$ cat src/rcause_pkg.sv
// Package with register map, field positions and reset values
// ***********************************************************
// What this block does
// Sleep instruction sets sleep-wake flag bit 3
// Idle instruction sets idle-wake flag bit 2
// Brown-out or power-on sets brown-out flag bit 1
// Power-up sets power-on flag bit 0
// Software sets or clears flags, no reset
// Trap, opcode, mismatch, clear, software flags set
// Sleep with deep enable sets deep flag
// Fuse at one forces watchdog always enabled
// Deep enable picks deep or ordinary sleep
// Deep brown-out bit only on detected event
// Pin-hold keeps pins; hardware sets, software clears
// Clearing pin-hold returns pins to port registers
// Deep control resets only on outside power-on
// Deep-sleep brown-out rearms power-on, no wake
// Deep control bits 14..2 read zero
// Hardware set beats software write
// ***********************************************************
package rcause_pkg;
    // Register byte addresses
    localparam logic [11:0] ADDR_FLAGS   = 12'h000;
    localparam logic [11:0] ADDR_DSCTRL  = 12'h004;
    localparam logic [11:0] ADDR_WDT     = 12'h008;
    // Flag bit positions
    localparam int B_TRAP   = 15;
    localparam int B_ILLOP  = 14;
    localparam int B_DEEP   = 10;
    localparam int B_CFGMM  = 9;
    localparam int B_EXTERNAL_RESET_FLAG   = 7;
    localparam int B_SWR    = 6;
    localparam int B_WATCHDOG_TIMEOUT_FLAG   = 4;
    localparam int B_SLEEP  = 3;
    localparam int B_IDLE   = 2;
    localparam int B_BOR    = 1;
    localparam int B_POR    = 0;
    // Deep control bit positions
    localparam int B_DSEN   = 15;
    localparam int B_DEEP_SLEEP_BROWNOUT_FLAG  = 1;
    localparam int B_HOLD   = 0;
    // Implemented masks and reset values
    localparam logic [15:0] FLAGS_MASK  = 16'hc6df;
    localparam logic [15:0] FLAGS_POR   = 16'h0003;
    localparam logic [15:0] DSCTRL_MASK = 16'h8003;
    localparam logic [15:0] DSCTRL_RST  = 16'h0000;
    // Pin count default
    localparam int PIN_COUNT = 24;
endpackage

$ cat src/pin_hold_latch.sv
// Pin state hold latch for deep-sleep wake-up
`timescale 1ns/1ns
`default_nettype none
module pin_hold_latch #(
    parameter int N = 24
) (
    input  wire logic         pclk,
    input  wire logic         presetn,
    input  wire logic         capture,
    input  wire logic         hold,
    input  wire logic [N-1:0] dir_in,
    input  wire logic [N-1:0] lat_in,
    output logic      [N-1:0] dir_out,
    output logic      [N-1:0] lat_out
);
    logic [N-1:0] dir_save_reg;  // Direction before entry
    logic [N-1:0] lat_save_reg;  // Level before entry

    // Snapshot port state on deep-sleep entry
    always_ff @(posedge pclk or negedge presetn) begin
        if (!presetn) begin
            dir_save_reg <= '1;
            lat_save_reg <= '0;
        end else if (capture) begin
            dir_save_reg <= dir_in;
            lat_save_reg <= lat_in;
        end
    end

    // Drive held state or live port registers, registered
    always_ff @(posedge pclk or negedge presetn) begin
        if (!presetn) begin
            dir_out <= '1;
            lat_out <= '0;
        end else if (hold) begin
            dir_out <= dir_save_reg;
            lat_out <= lat_save_reg;
        end else begin
            dir_out <= dir_in;
            lat_out <= lat_in;
        end
    end
endmodule
`default_nettype wire

$ cat src/reset_cause_deep_sleep_ctrl.sv
// Reset cause flags and deep-sleep control with APB slave
`timescale 1ns/1ns
`default_nettype none
module reset_cause_deep_sleep_ctrl
    import rcause_pkg::*;
#(
    parameter int N_PINS = PIN_COUNT
) (
    input  wire logic              pclk,
    input  wire logic              presetn,
    input  wire logic              psel,
    input  wire logic              penable,
    input  wire logic              pwrite,
    input  wire logic [11:0]       paddr,
    input  wire logic [31:0]       pwdata,
    input  wire logic [3:0]        pstrb,
    output logic      [31:0]       prdata,
    output logic                   pready,
    output logic                   pslverr,
    input  wire logic              por_event,
    input  wire logic              bor_event,
    input  wire logic              ext_reset_event,
    input  wire logic              sw_reset_event,
    input  wire logic              wdt_timeout_event,
    input  wire logic              trap_conflict_event,
    input  wire logic              illegal_op_event,
    input  wire logic              config_mismatch_event,
    input  wire logic              power_save_instruction_sleep,
    input  wire logic              power_save_instruction_idle,
    input  wire logic              ds_bor_enable,
    input  wire logic              ds_wake,
    input  wire logic              watchdog_fuse_enable,
    input  wire logic [N_PINS-1:0] port_direction_register,
    input  wire logic [N_PINS-1:0] port_latch_register,
    output logic      [N_PINS-1:0] pin_direction,
    output logic      [N_PINS-1:0] pin_level,
    output logic                   watchdog_enable,
    output logic                   deep_sleep_active,
    output logic                   sleep_active,
    output logic                   idle_active,
    output logic                   por_rearm
);
    // ***********************************************************
    // Declarations
    // ***********************************************************
    typedef enum logic [1:0] {
        PS_RUN,
        PS_IDLE,
        PS_SLEEP,
        PS_DEEP
    } pstate_t;

    pstate_t     state_reg;        // Power state
    pstate_t     state_next;       // Next power state
    logic [15:0] flags_reg;        // Reset cause flags
    logic [15:0] flags_next;       // Next flags
    logic [15:0] set_vec;          // Hardware set requests
    logic [15:0] clr_vec;          // Hardware clear requests
    logic        dsen_reg;         // Deep sleep enable
    logic        deep_sleep_brownout_flag_reg;        // Deep-sleep brown-out seen
    logic        hold_reg;         // Pin hold
    logic        soft_wdt_reg;     // Software watchdog enable
    logic        wr_en;            // Write in access phase
    logic        rd_en;            // Read in access phase
    logic        hit_flags;        // Flags address decoded
    logic        hit_ds;           // Deep control decoded
    logic        hit_wdt;          // Watchdog control decoded
    logic        deep_entry;       // Entering deep sleep
    logic        outside_por;      // Power-on not in deep sleep
    logic [15:0] ds_view;          // Deep control read value

    // Merge a 16-bit write under byte strobes
    function automatic logic [15:0] merge16(
        input logic [15:0] old_v,
        input logic [31:0] wd,
        input logic [3:0]  st
    );
        logic [15:0] r;
        r = old_v;
        if (st[0]) begin
            r[7:0] = wd[7:0];
        end
        if (st[1]) begin
            r[15:8] = wd[15:8];
        end
        return r;
    endfunction

    // ***********************************************************
    // Bus decode
    // ***********************************************************
    // Zero wait states: every access completes in its access phase
    assign wr_en     = psel & penable & pwrite;
    assign rd_en     = psel & penable & ~pwrite;
    assign hit_flags = (paddr == ADDR_FLAGS);
    assign hit_ds    = (paddr == ADDR_DSCTRL);
    assign hit_wdt   = (paddr == ADDR_WDT);
    assign deep_entry = power_save_instruction_sleep & dsen_reg;
    // Power-on seen while in deep sleep wakes to run, keeps control
    assign outside_por = por_event & (state_reg != PS_DEEP);
    assign ds_view = {dsen_reg, 13'h0000, deep_sleep_brownout_flag_reg, hold_reg};

    // ***********************************************************
    // Reset cause flags
    // ***********************************************************
    // Hardware set and clear requests
    always_comb begin
        set_vec = 16'h0000;
        clr_vec = 16'h0000;
        set_vec[B_TRAP]  = trap_conflict_event;
        set_vec[B_ILLOP] = illegal_op_event;
        set_vec[B_CFGMM] = config_mismatch_event;
        set_vec[B_EXTERNAL_RESET_FLAG]  = ext_reset_event;
        set_vec[B_SWR]   = sw_reset_event;
        set_vec[B_WATCHDOG_TIMEOUT_FLAG]  = wdt_timeout_event;
        set_vec[B_DEEP]  = deep_entry;
        set_vec[B_SLEEP] = power_save_instruction_sleep;
        set_vec[B_IDLE]  = power_save_instruction_idle;
        set_vec[B_BOR]   = bor_event | por_event;
        set_vec[B_POR]   = por_event;
        // Timeout flag cleared by any power-save instruction
        clr_vec[B_WATCHDOG_TIMEOUT_FLAG]  = power_save_instruction_sleep | power_save_instruction_idle;
    end

    // Next flags: clear, software write, then hardware set wins
    always_comb begin
        flags_next = flags_reg;
        // Power-on wipes every cause; the set vector restores bits 1,0
        if (por_event) begin
            flags_next = 16'h0000;
        end
        flags_next = flags_next & ~clr_vec;
        if (wr_en && hit_flags) begin
            flags_next = merge16(flags_next, pwdata, pstrb);
        end
        flags_next = (flags_next | set_vec) & FLAGS_MASK;
    end

    // Flags register; a software write never triggers a reset
    always_ff @(posedge pclk or negedge presetn) begin
        if (!presetn) begin
            flags_reg <= FLAGS_POR;
        end else begin
            flags_reg <= flags_next;
        end
    end

    // ***********************************************************
    // Deep sleep control
    // ***********************************************************
    // Enable bit, writable; reset only by outside power-on
    always_ff @(posedge pclk or negedge presetn) begin
        if (!presetn) begin
            dsen_reg <= DSCTRL_RST[B_DSEN];
        end else if (outside_por) begin
            dsen_reg <= DSCTRL_RST[B_DSEN];
        end else if (wr_en && hit_ds && pstrb[1]) begin
            dsen_reg <= pwdata[B_DSEN];
        end
    end

    // Brown-out during deep sleep, only when detection active
    always_ff @(posedge pclk or negedge presetn) begin
        if (!presetn) begin
            deep_sleep_brownout_flag_reg <= DSCTRL_RST[B_DEEP_SLEEP_BROWNOUT_FLAG];
        end else if (state_reg == PS_DEEP && ds_bor_enable
                     && bor_event) begin
            deep_sleep_brownout_flag_reg <= 1'b1;
        end else if (outside_por) begin
            deep_sleep_brownout_flag_reg <= DSCTRL_RST[B_DEEP_SLEEP_BROWNOUT_FLAG];
        end else if (wr_en && hit_ds && pstrb[0]) begin
            deep_sleep_brownout_flag_reg <= pwdata[B_DEEP_SLEEP_BROWNOUT_FLAG];
        end
    end

    // Pin hold: set by hardware on deep entry, software clears
    always_ff @(posedge pclk or negedge presetn) begin
        if (!presetn) begin
            hold_reg <= DSCTRL_RST[B_HOLD];
        end else if (deep_entry && state_reg == PS_RUN) begin
            hold_reg <= 1'b1;
        end else if (outside_por) begin
            hold_reg <= DSCTRL_RST[B_HOLD];
        end else if (wr_en && hit_ds && pstrb[0]
                     && !pwdata[B_HOLD]) begin
            hold_reg <= 1'b0;
        end
    end

    // ***********************************************************
    // Power state
    // ***********************************************************
    // Next power state from instructions and wake
    always_comb begin
        state_next = state_reg;
        case (state_reg)
            PS_RUN: begin
                if (deep_entry) begin
                    state_next = PS_DEEP;
                end else if (power_save_instruction_sleep) begin
                    state_next = PS_SLEEP;
                end else if (power_save_instruction_idle) begin
                    state_next = PS_IDLE;
                end
            end
            PS_IDLE, PS_SLEEP: begin
                if (ds_wake || por_event || bor_event) begin
                    state_next = PS_RUN;
                end
            end
            PS_DEEP: begin
                // Brown-out does not wake deep sleep
                if (ds_wake || por_event) begin
                    state_next = PS_RUN;
                end
            end
            default: begin
                state_next = PS_RUN;
            end
        endcase
    end

    // Power state register
    always_ff @(posedge pclk or negedge presetn) begin
        if (!presetn) begin
            state_reg <= PS_RUN;
        end else begin
            state_reg <= state_next;
        end
    end

    // Registered state outputs and rearm pulse
    always_ff @(posedge pclk or negedge presetn) begin
        if (!presetn) begin
            deep_sleep_active <= 1'b0;
            sleep_active      <= 1'b0;
            idle_active       <= 1'b0;
            por_rearm         <= 1'b0;
        end else begin
            deep_sleep_active <= (state_next == PS_DEEP);
            sleep_active      <= (state_next == PS_SLEEP);
            idle_active       <= (state_next == PS_IDLE);
            por_rearm <= (state_reg == PS_DEEP) & bor_event;
        end
    end

    // ***********************************************************
    // Watchdog enable
    // ***********************************************************
    // Software enable bit
    always_ff @(posedge pclk or negedge presetn) begin
        if (!presetn) begin
            soft_wdt_reg <= 1'b0;
        end else if (wr_en && hit_wdt && pstrb[0]) begin
            soft_wdt_reg <= pwdata[0];
        end
    end

    // Fuse at one overrides software
    always_ff @(posedge pclk or negedge presetn) begin
        if (!presetn) begin
            watchdog_enable <= 1'b0;
        end else begin
            watchdog_enable <= watchdog_fuse_enable | soft_wdt_reg;
        end
    end

    // ***********************************************************
    // APB answer
    // ***********************************************************
    // Registered read data; unmapped addresses raise an error
    always_ff @(posedge pclk or negedge presetn) begin
        if (!presetn) begin
            prdata  <= 32'h0000_0000;
            pready  <= 1'b0;
            pslverr <= 1'b0;
        end else begin
            pready  <= psel & ~penable & ~pready;
            pslverr <= psel & ~penable & ~pready
                       & ~(hit_flags | hit_ds | hit_wdt);
            if (psel && !penable && !pwrite) begin
                if (hit_flags) begin
                    prdata <= {16'h0000, flags_reg};
                end else if (hit_ds) begin
                    prdata <= {16'h0000, ds_view};
                end else if (hit_wdt) begin
                    prdata <= {31'h0000_0000, soft_wdt_reg};
                end else begin
                    prdata <= 32'h0000_0000;
                end
            end
        end
    end

    // ***********************************************************
    // Pin hold
    // ***********************************************************
    pin_hold_latch #(
        .N (N_PINS)
    ) u_hold (
        .pclk    (pclk),
        .presetn (presetn),
        .capture (deep_entry && state_reg == PS_RUN),
        .hold    (hold_reg),
        .dir_in  (port_direction_register),
        .lat_in  (port_latch_register),
        .dir_out (pin_direction),
        .lat_out (pin_level)
    );

    // Read strobe kept for symmetry of decode
    logic unused_rd;
    assign unused_rd = rd_en;
endmodule
`default_nettype wire

$ cat config.mk
export PLATFORM = sky130hd
export DESIGN_NAME = reset_cause_deep_sleep_ctrl
export DESIGN_NICKNAME = d
export VERILOG_FILES = /design/src/rcause_pkg.sv /design/src/pin_hold_latch.sv /design/src/reset_cause_deep_sleep_ctrl.sv
export SDC_FILE = /design/constraint.sdc
export NUM_CORES = 1
export LEC_CHECK = 0
export BUFFER_PORTS_ARGS = -buffer_cell sky130_fd_sc_hd__buf_2
export CORE_MARGIN = 8
export CORE_UTILIZATION = 50
export CTS_CLUSTER_SIZE = 20
export DETAILED_ROUTE_END_ITERATION = 8
export PLACE_DENSITY_LB_ADDON = 0.15
export SKIP_CTS_REPAIR_TIMING = 1
export SYNTH_ARGS = -nofsm -noshare
export SYNTH_HDL_FRONTEND = slang
export SYNTH_HIERARCHICAL = 1
export SYNTH_SLANG_ARGS = --single-unit
$ cat constraint.sdc
create_clock -name pclk -period 2 [get_ports pclk]
set_input_delay 0.1 -clock pclk [delete_from_list [all_inputs] [get_ports pclk]]
set_output_delay 0.1 -clock pclk [all_outputs]
set_load 0.05 [all_outputs]
==> results of run 1 <==
==> cell families after synthesis <==
| kind of cell | count (synthesis) | synth area share, % |
|---|---|---|
| adders and majority gates | 3 | 0.667 |
| other | 1 | 0.0666 |
| DFF | 131 | 59.4 |
| AOI/OAI and AO/OA | 32 | 4.09 |
| buffers and inverters | 45 | 5.36 |
| muxes | 111 | 24.6 |
| and+or+nand+nor | 51 | 5.87 |
==> worst max path at each step <==
| stage | slack [ns] | endpoint | cells past startpoint |
|---|---|---|---|
| after floorplan | 0.52 | u_hold/dir_save_reg[10] | 6 |
| after detailed placement | 0.20 | flags_reg[6] | 5 |
| final | 0.09 | flags_reg[7] | 6 |
| after global routing | 0.01 | flags_reg[7] | 6 |
| after CTS | 0.24 | deep_sleep_active | 6 |
| after global placement | 0.22 | flags_reg[7] | 5 |
==> cell type report <==
| class | count | area, um^2 |
|---|---|---|
| flip-flops and latches | 131 | 3340 |
| fillers | 738 | 3120 |
| clock buffers | 27 | 587 |
| clock inverters | 5 | 30.0 |
| repair buffers | 235 | 1580 |
| inverters | 9 | 33.8 |
| well taps | 140 | 175 |
| multi-input cells | 218 | 2060 |
==> cells in the final DEF (no fill, tap or decap), types with 6 or more instances in the layout <==
master / count
clkbuf_16: 20
dfrtp_1: 80
buf_4: 9
dfstp_2: 50
mux2_4: 40
conb_1: 21
clkbuf_8: 6
dlygate4sd3_1: 68
mux2i_1: 14
a21oi_1: 10
mux2_2: 57
buf_2: 155
inv_1: 9
a22o_1: 8
nor2_1: 18
==> per-layer routing <==
layer	track usage (%)	vias up
met5	0	-
met4	7.31	0
met3	6.43	12
met2	27.1	133
met1	20.9	1886
li1	-	1768
==> tightest hold or removal path, stage by stage <==
cell	delay, ns
buf_2	0.07
a21oi_1	0.03
mux2i_1	0.12
==> stage by stage <==
stage               setup slack, ns  utilization, %  power, uW  area [um^2]
floorplan                     0.516               -       3520         5700
global placement              0.219            59.6       3780         6520
detailed placement            0.201            59.6       3810         6520
CTS                           0.243            65.2       6950         7130
global route                 0.0125            71.4       7270         7810
finish                       0.0879            71.4       6980         7810
==> power breakdown <==
part           switching, uW  internal [uW]  leakage (uW)
Clock                   1110           2000      0.000311
Sequential              47.3           2790       0.00156
Combinational            684            354       0.00191
Total                   1840           5150       0.00378
==> summary.md, run 1 <==
| Metric | Value |
|---|---|
| Post-synth EDFFs | 0 |
| Start point of the critical path | paddr[9] |
| Area Overhead vs Synth | 38.8% |
| # setup viols final | 0 |
| PortBufs | 156 |
| R2R setup slack | 0.24 ns |
| Most used DFF post-synth | dfrtp_1 |
| Wirelength per Cell | 17.3 um |
| Via density | 4.97 |
| Total track usage | 17.2% |
| Met3 routed WL | 957 um |
| Worst r2r src | state_reg[0] |
| Critical Path Sink Type | register |
| RSZ-0062 raised after global routing | false |
| Sequential cell area fraction in the yosys report | 59.4% |
| Crit-path max FO | 7 |
| Min Tclk post-route | 1.91 ns |
| Nets@finish | 729 |
| Syn. warnings | 6 |
| Post-Syn Area | 0.00563 mm^2 |
| H-Tree Level Count | 4 |
| Required @ worst endpoint | 2.29 ns |
| Hold WC Path Type | in2reg |
| Post-Synthesis Cells | 374 |
| Setup TNS | 0 ns |
| Clock Path Buffers | 2 |
| Clock Pin Slew Worst Setup and Hold Paths | 0.05 ns |
| Worst Tran Pin Value | 0.601 ns |
| Routed Antenna Nets | 0 |
| Clock sink total | 131 |
| Core area | 0.0109 mm^2 |
| Critical-path top delay cell | or4_1 |
| Gr ovfl total | 0 |
| Synth area leaders | dfrtp_1, dfstp_2, mux2_2, mux2_4, buf_4 |
| Clock Latency Late Sink | 0.41 ns |
| Die width | 122 um |
| Violated checks | negative hold slack |
| Worst Hold End | flags_reg[10] |
| Post-Place Cells | 665 |
| Initial antenna violation count | 0 |
| Most frequent cells after synthesis | dfrtp_1, mux2_2, dfstp_2 |
| Status | finished with violations |
| Slew Limit Headroom | 60.0% |
| Chip height | 122 um |
| Diode count | 0 |
| Max Freq | 0.523 GHz |
| Root Driver | clkbuf_16 |
| Asr flop ratio synth | 100% |
| Top-count cell post-synth | dfrtp_1 |
| Largest net degree at the start of global routing | 47 |
| Die footprint | 0.0149 mm^2 |
| Crit path DAT | 2.21 ns |
| Worst Path Buf+Inv | 2 |
| Hold_sp | pwdata[10] |
| Setup Skew | 0.00391 ns |
| Startpoint types | input pin |
| Yosys reg bits | 131 |
| Layout Cells excl Fill | 765 |
| MaxCap Viol Count | 0 |
| CTS Buf Count | 17 |
| Worst-path cell chain | buf_2 > nor4_4 > nand2_2 > or4_1 > mux2i_1 > dlygate4sd3_1 |
| GP Congestion | 0.790 |
| Met1 wire length | 5520 um |
| PwrDens | 894 mW/mm^2 |
| CP Class | in2reg |
| Routed wl met2 | 6610 um |
| Initial core utilization | 51.5% |
| Period utilization | 95.6% |
| Slew Limit Fails | 0 |
| Final HPWL DP | 8760 um |
| Pleak | 0.00378 uW |
| Max Used Layer | met4 |
| Worst reg-to-reg path cell count | 6 |
| Pre-Repair DR Iteration Count | 4 |
| Final hold violations | 4 |
| Boundary Pins | 201 |
| Worst Hold Path Cells | 3 |
| Share of post-route cells with drive strength above 1 | 56.5% |
| WHS | -0.0474 ns |
| Drt first-iter violations | 210 |
| Delay-heaviest family, CP | simple AND/OR/NAND/NOR gates |
| Via count | 3799 |
| Yosys top cell area share | 36.0% |
| DRC viols | 0 |
| CTS tree | done |
| Site row count | 38 |
| Peak supply drop | 0.624 mV |
| Cell taking the most area after synthesis | dfrtp_1 |
| Vias in the first global route | 3969 |
| R2r endpoint | idle_active |
| Worst path max stage delay | 0.75 ns |
| Syn avg cell area | 15.0 um^2 |
| First-pass GRT wire length | 19900 um |
| DRT Wirelength | 13200 um |
| Yosys cell types | 44 |
Power figures use the tool's default switching activity.
==> run 2, diff against run 1 <==
Settings changed: SETUP_SLACK_MARGIN set to 0.4.
==> run 2 against run 1 <==
The run still ends with negative hold slack left. Flip-flop and latch count is the same. Die area unchanged. Critical path depth is 1 lower. Critical path type is now reg2reg.
==> summary.md, run 2 (synthesis results as in run 1) <==
| Metric | Value |
|---|---|
| Root Driver | clkbuf_16 (unchanged) |
| Final instance area | 0.00789 mm^2 (was 0.00781 mm^2) |
| Register area | 0.00334 mm^2 (unchanged) |
| WHS | -0.0501 ns (was -0.0474 ns) |
| Cell internal pwr | 5210 uW (was 5150 uW) |
| Seq pwr share | 40.1% (was 40.6%) |
| Gr ovfl total | 0 (unchanged) |
| Startpoint types | register (was input pin) |
| Chip height | 122 um (unchanged) |
| Delay-heaviest family, CP | flip-flops (was simple AND/OR/NAND/NOR gates) |
| Multi-input gate area | 0.00209 mm^2 (was 0.00206 mm^2) |
| Final HPWL DP | 8760 um (unchanged) |
| PortBufs | 156 (unchanged) |
| Switch Pwr | 1880 uW (was 1840 uW) |
| Crit-path max FO | 14 (was 7) |
| MaxCap Viol Count | 0 (unchanged) |
| Initial antenna violation count | 0 (unchanged) |
| Violated checks | negative hold slack (unchanged) |
| Clock Pin Slew Worst Setup and Hold Paths | 0.05 ns (about the same) |
| Commonest non-fill, non-tap cell in the layout | buf_2 (unchanged) |
| Most frequent cells in the layout | buf_2, dfrtp_1, dlygate4sd3_1 (unchanged) |
| Total track usage | 17.2% (unchanged) |
| Final hold violations | 5 (was 4) |
| Clock Path Buffers | 2 (unchanged) |
| First-pass GRT wire length | 19900 um (unchanged) |
| Vias in the first global route | 3969 (unchanged) |
| Site row count | 38 (unchanged) |
| Slew Limit Fails | 0 (unchanged) |
| Worst path max stage delay | 0.41 ns (was 0.75 ns) |
| CTS tree | done (unchanged) |
| Fill cell count | 719 (was 738) |
| Worst Path Buf+Inv | 2 (unchanged) |
| Via density | 4.98 (was 4.97) |
| H-Tree Level Count | 4 (unchanged) |
| Pleak | 0.00381 uW (was 0.00378 uW) |
| RSZ-0062 raised after global routing | true (was false) |
| Die footprint | 0.0149 mm^2 (unchanged) |
| Max Freq | 0.640 GHz (was 0.523 GHz) |
| Boundary Pins | 201 (unchanged) |
| Setup Skew | 0.00616 ns (was 0.00391 ns) |
| Via count | 3827 (was 3799) |
| Hold WC Path Type | in2reg (unchanged) |
| DP Area | 0.00652 mm^2 (unchanged) |
| Clock sink total | 131 (unchanged) |
| Period utilization | 78.1% (was 95.6%) |
| Worst Tran Pin Value | 0.589 ns (was 0.601 ns) |
| Area Overhead vs Synth | 40.3% (was 38.8%) |
| Diode count | 0 (unchanged) |
| Min Tclk post-route | 1.56 ns (was 1.91 ns) |
| Pre-Repair DR Iteration Count | 4 (unchanged) |
| DRT Wirelength | 13400 um (was 13200 um) |
| Critical-path top delay cell | dfrtp_1 (was or4_1) |
| Slew Limit Headroom | 60.8% (was 60.0%) |
| Switching share of power | 26.5% (was 26.3%) |
| CTS Buf Count | 17 (unchanged) |
| Drt first-iter violations | 265 (was 210) |
| PwrDens | 898 mW/mm^2 (was 894 mW/mm^2) |
| Clock group share of total power | 44.1% (was 44.5%) |
| Wirelength per Cell | 17.4 um (was 17.3 um) |
| DRC viols | 0 (unchanged) |
| Final core occ | 72.2% (was 71.4%) |
| Status | finished with violations (unchanged) |
| CP Class | reg2reg (was in2reg) |
| Routed Antenna Nets | 0 (unchanged) |
| Initial core utilization | 51.5% (unchanged) |
| Peak supply drop | 0.637 mV (was 0.624 mV) |
| Die width | 122 um (unchanged) |
| Crit path DAT | 1.86 ns (was 2.21 ns) |
| Required @ worst endpoint | 2.30 ns (was 2.29 ns) |
| GP Congestion | 0.790 (unchanged) |
| Comb pwr share | 15.8% (was 14.9%) |
| # setup viols final | 0 (unchanged) |
| Largest net degree at the start of global routing | 47 (unchanged) |
| Nets@finish | 732 (was 729) |
| Setup TNS | 0 ns (unchanged) |
| Worst-path cell chain | inv_2 > ha_4 > and3_4 > buf_8 > mux2_2 (was buf_2 > nor4_4 > nand2_2 > or4_1 > mux2i_1 > dlygate4sd3_1) |
| Critical Path Sink Type | register (unchanged) |
| Core area | 0.0109 mm^2 (unchanged) |
| Clock Latency Late Sink | 0.42 ns (was 0.41 ns) |
| Share of post-route cells with drive strength above 1 | 57.6% (was 56.5%) |
## run 2: cell types whose count changed in the layout (fill, tap and decap cells not counted), sizes merged
cell,before,now
buf,167,169
clkbuf,27,28
## run 2: per-stage QoR
| stage | std cells | setup WS [ns] | total power [uW] |
|---|---|---|---|
| 2_1_floorplan | 394 | 0.516 | 3520 |
| 3_3_place_gp | 665 | 0.219 | 3780 |
| 3_5_place_dp | 665 | 0.201 | 3810 |
| 4_1_cts | 697 | 0.243 | 6950 |
| 5_1_grt | 768 | 0.347 | 7370 |
| 6_report | 768 | 0.438 | 7090 |
## run 2: final timing paths
path                               from                       to  slack, ns  depth (start not counted)
min                          pwdata[10]            flags_reg[10]      -0.05                          3
max in group asynchronous       presetn  u_hold/dir_save_reg[12]       1.05                          3
min in group asynchronous       presetn        u_hold/lat_out[0]       0.23                          2
max reg2reg                state_reg[0]  u_hold/lat_save_reg[18]       0.44                          5
max                        state_reg[0]  u_hold/lat_save_reg[18]       0.44                          5
min reg2reg                      pready                   pready       0.45                          1
## run 2: power by group through the flow
stage / Combinational, uW / Clock, uW / Sequential (uW)
after floorplan: 354 / 0 / 3160
after global routing: 1210 / 3310 / 2850
final: 1120 / 3130 / 2840
after detailed placement: 931 / 0 / 2880
after CTS: 936 / 3180 / 2840
after global placement: 908 / 0 / 2870
## run 2: final cells by class
cell class              count  share of cell area, %
flip-flops and latches    131                   42.3
multi-input cells         218                   26.5
repair buffers            238                   20.7
clock buffers              27                   7.44
well taps                 140                   2.22
inverters                   9                  0.428
clock inverters             5                  0.380
## run 2: layer usage
metal / track usage [%] / routed length [um]
met1: 20.9 / 5490
met2: 27.1 / 6730
met3: 6.43 / 986
met4: 7.31 / 149
met5: 0 / 0
## run 2: worst reg2reg max path, delay by kind of cell, from the launching register on
family,cells,cell delay (ns)
adder cells (fa/ha/maj),1,0.13
buffers and inverters,2,0.29
flip-flops,1,0.41
multiplexers,1,0.36
AND/OR/NAND/NOR,1,0.25
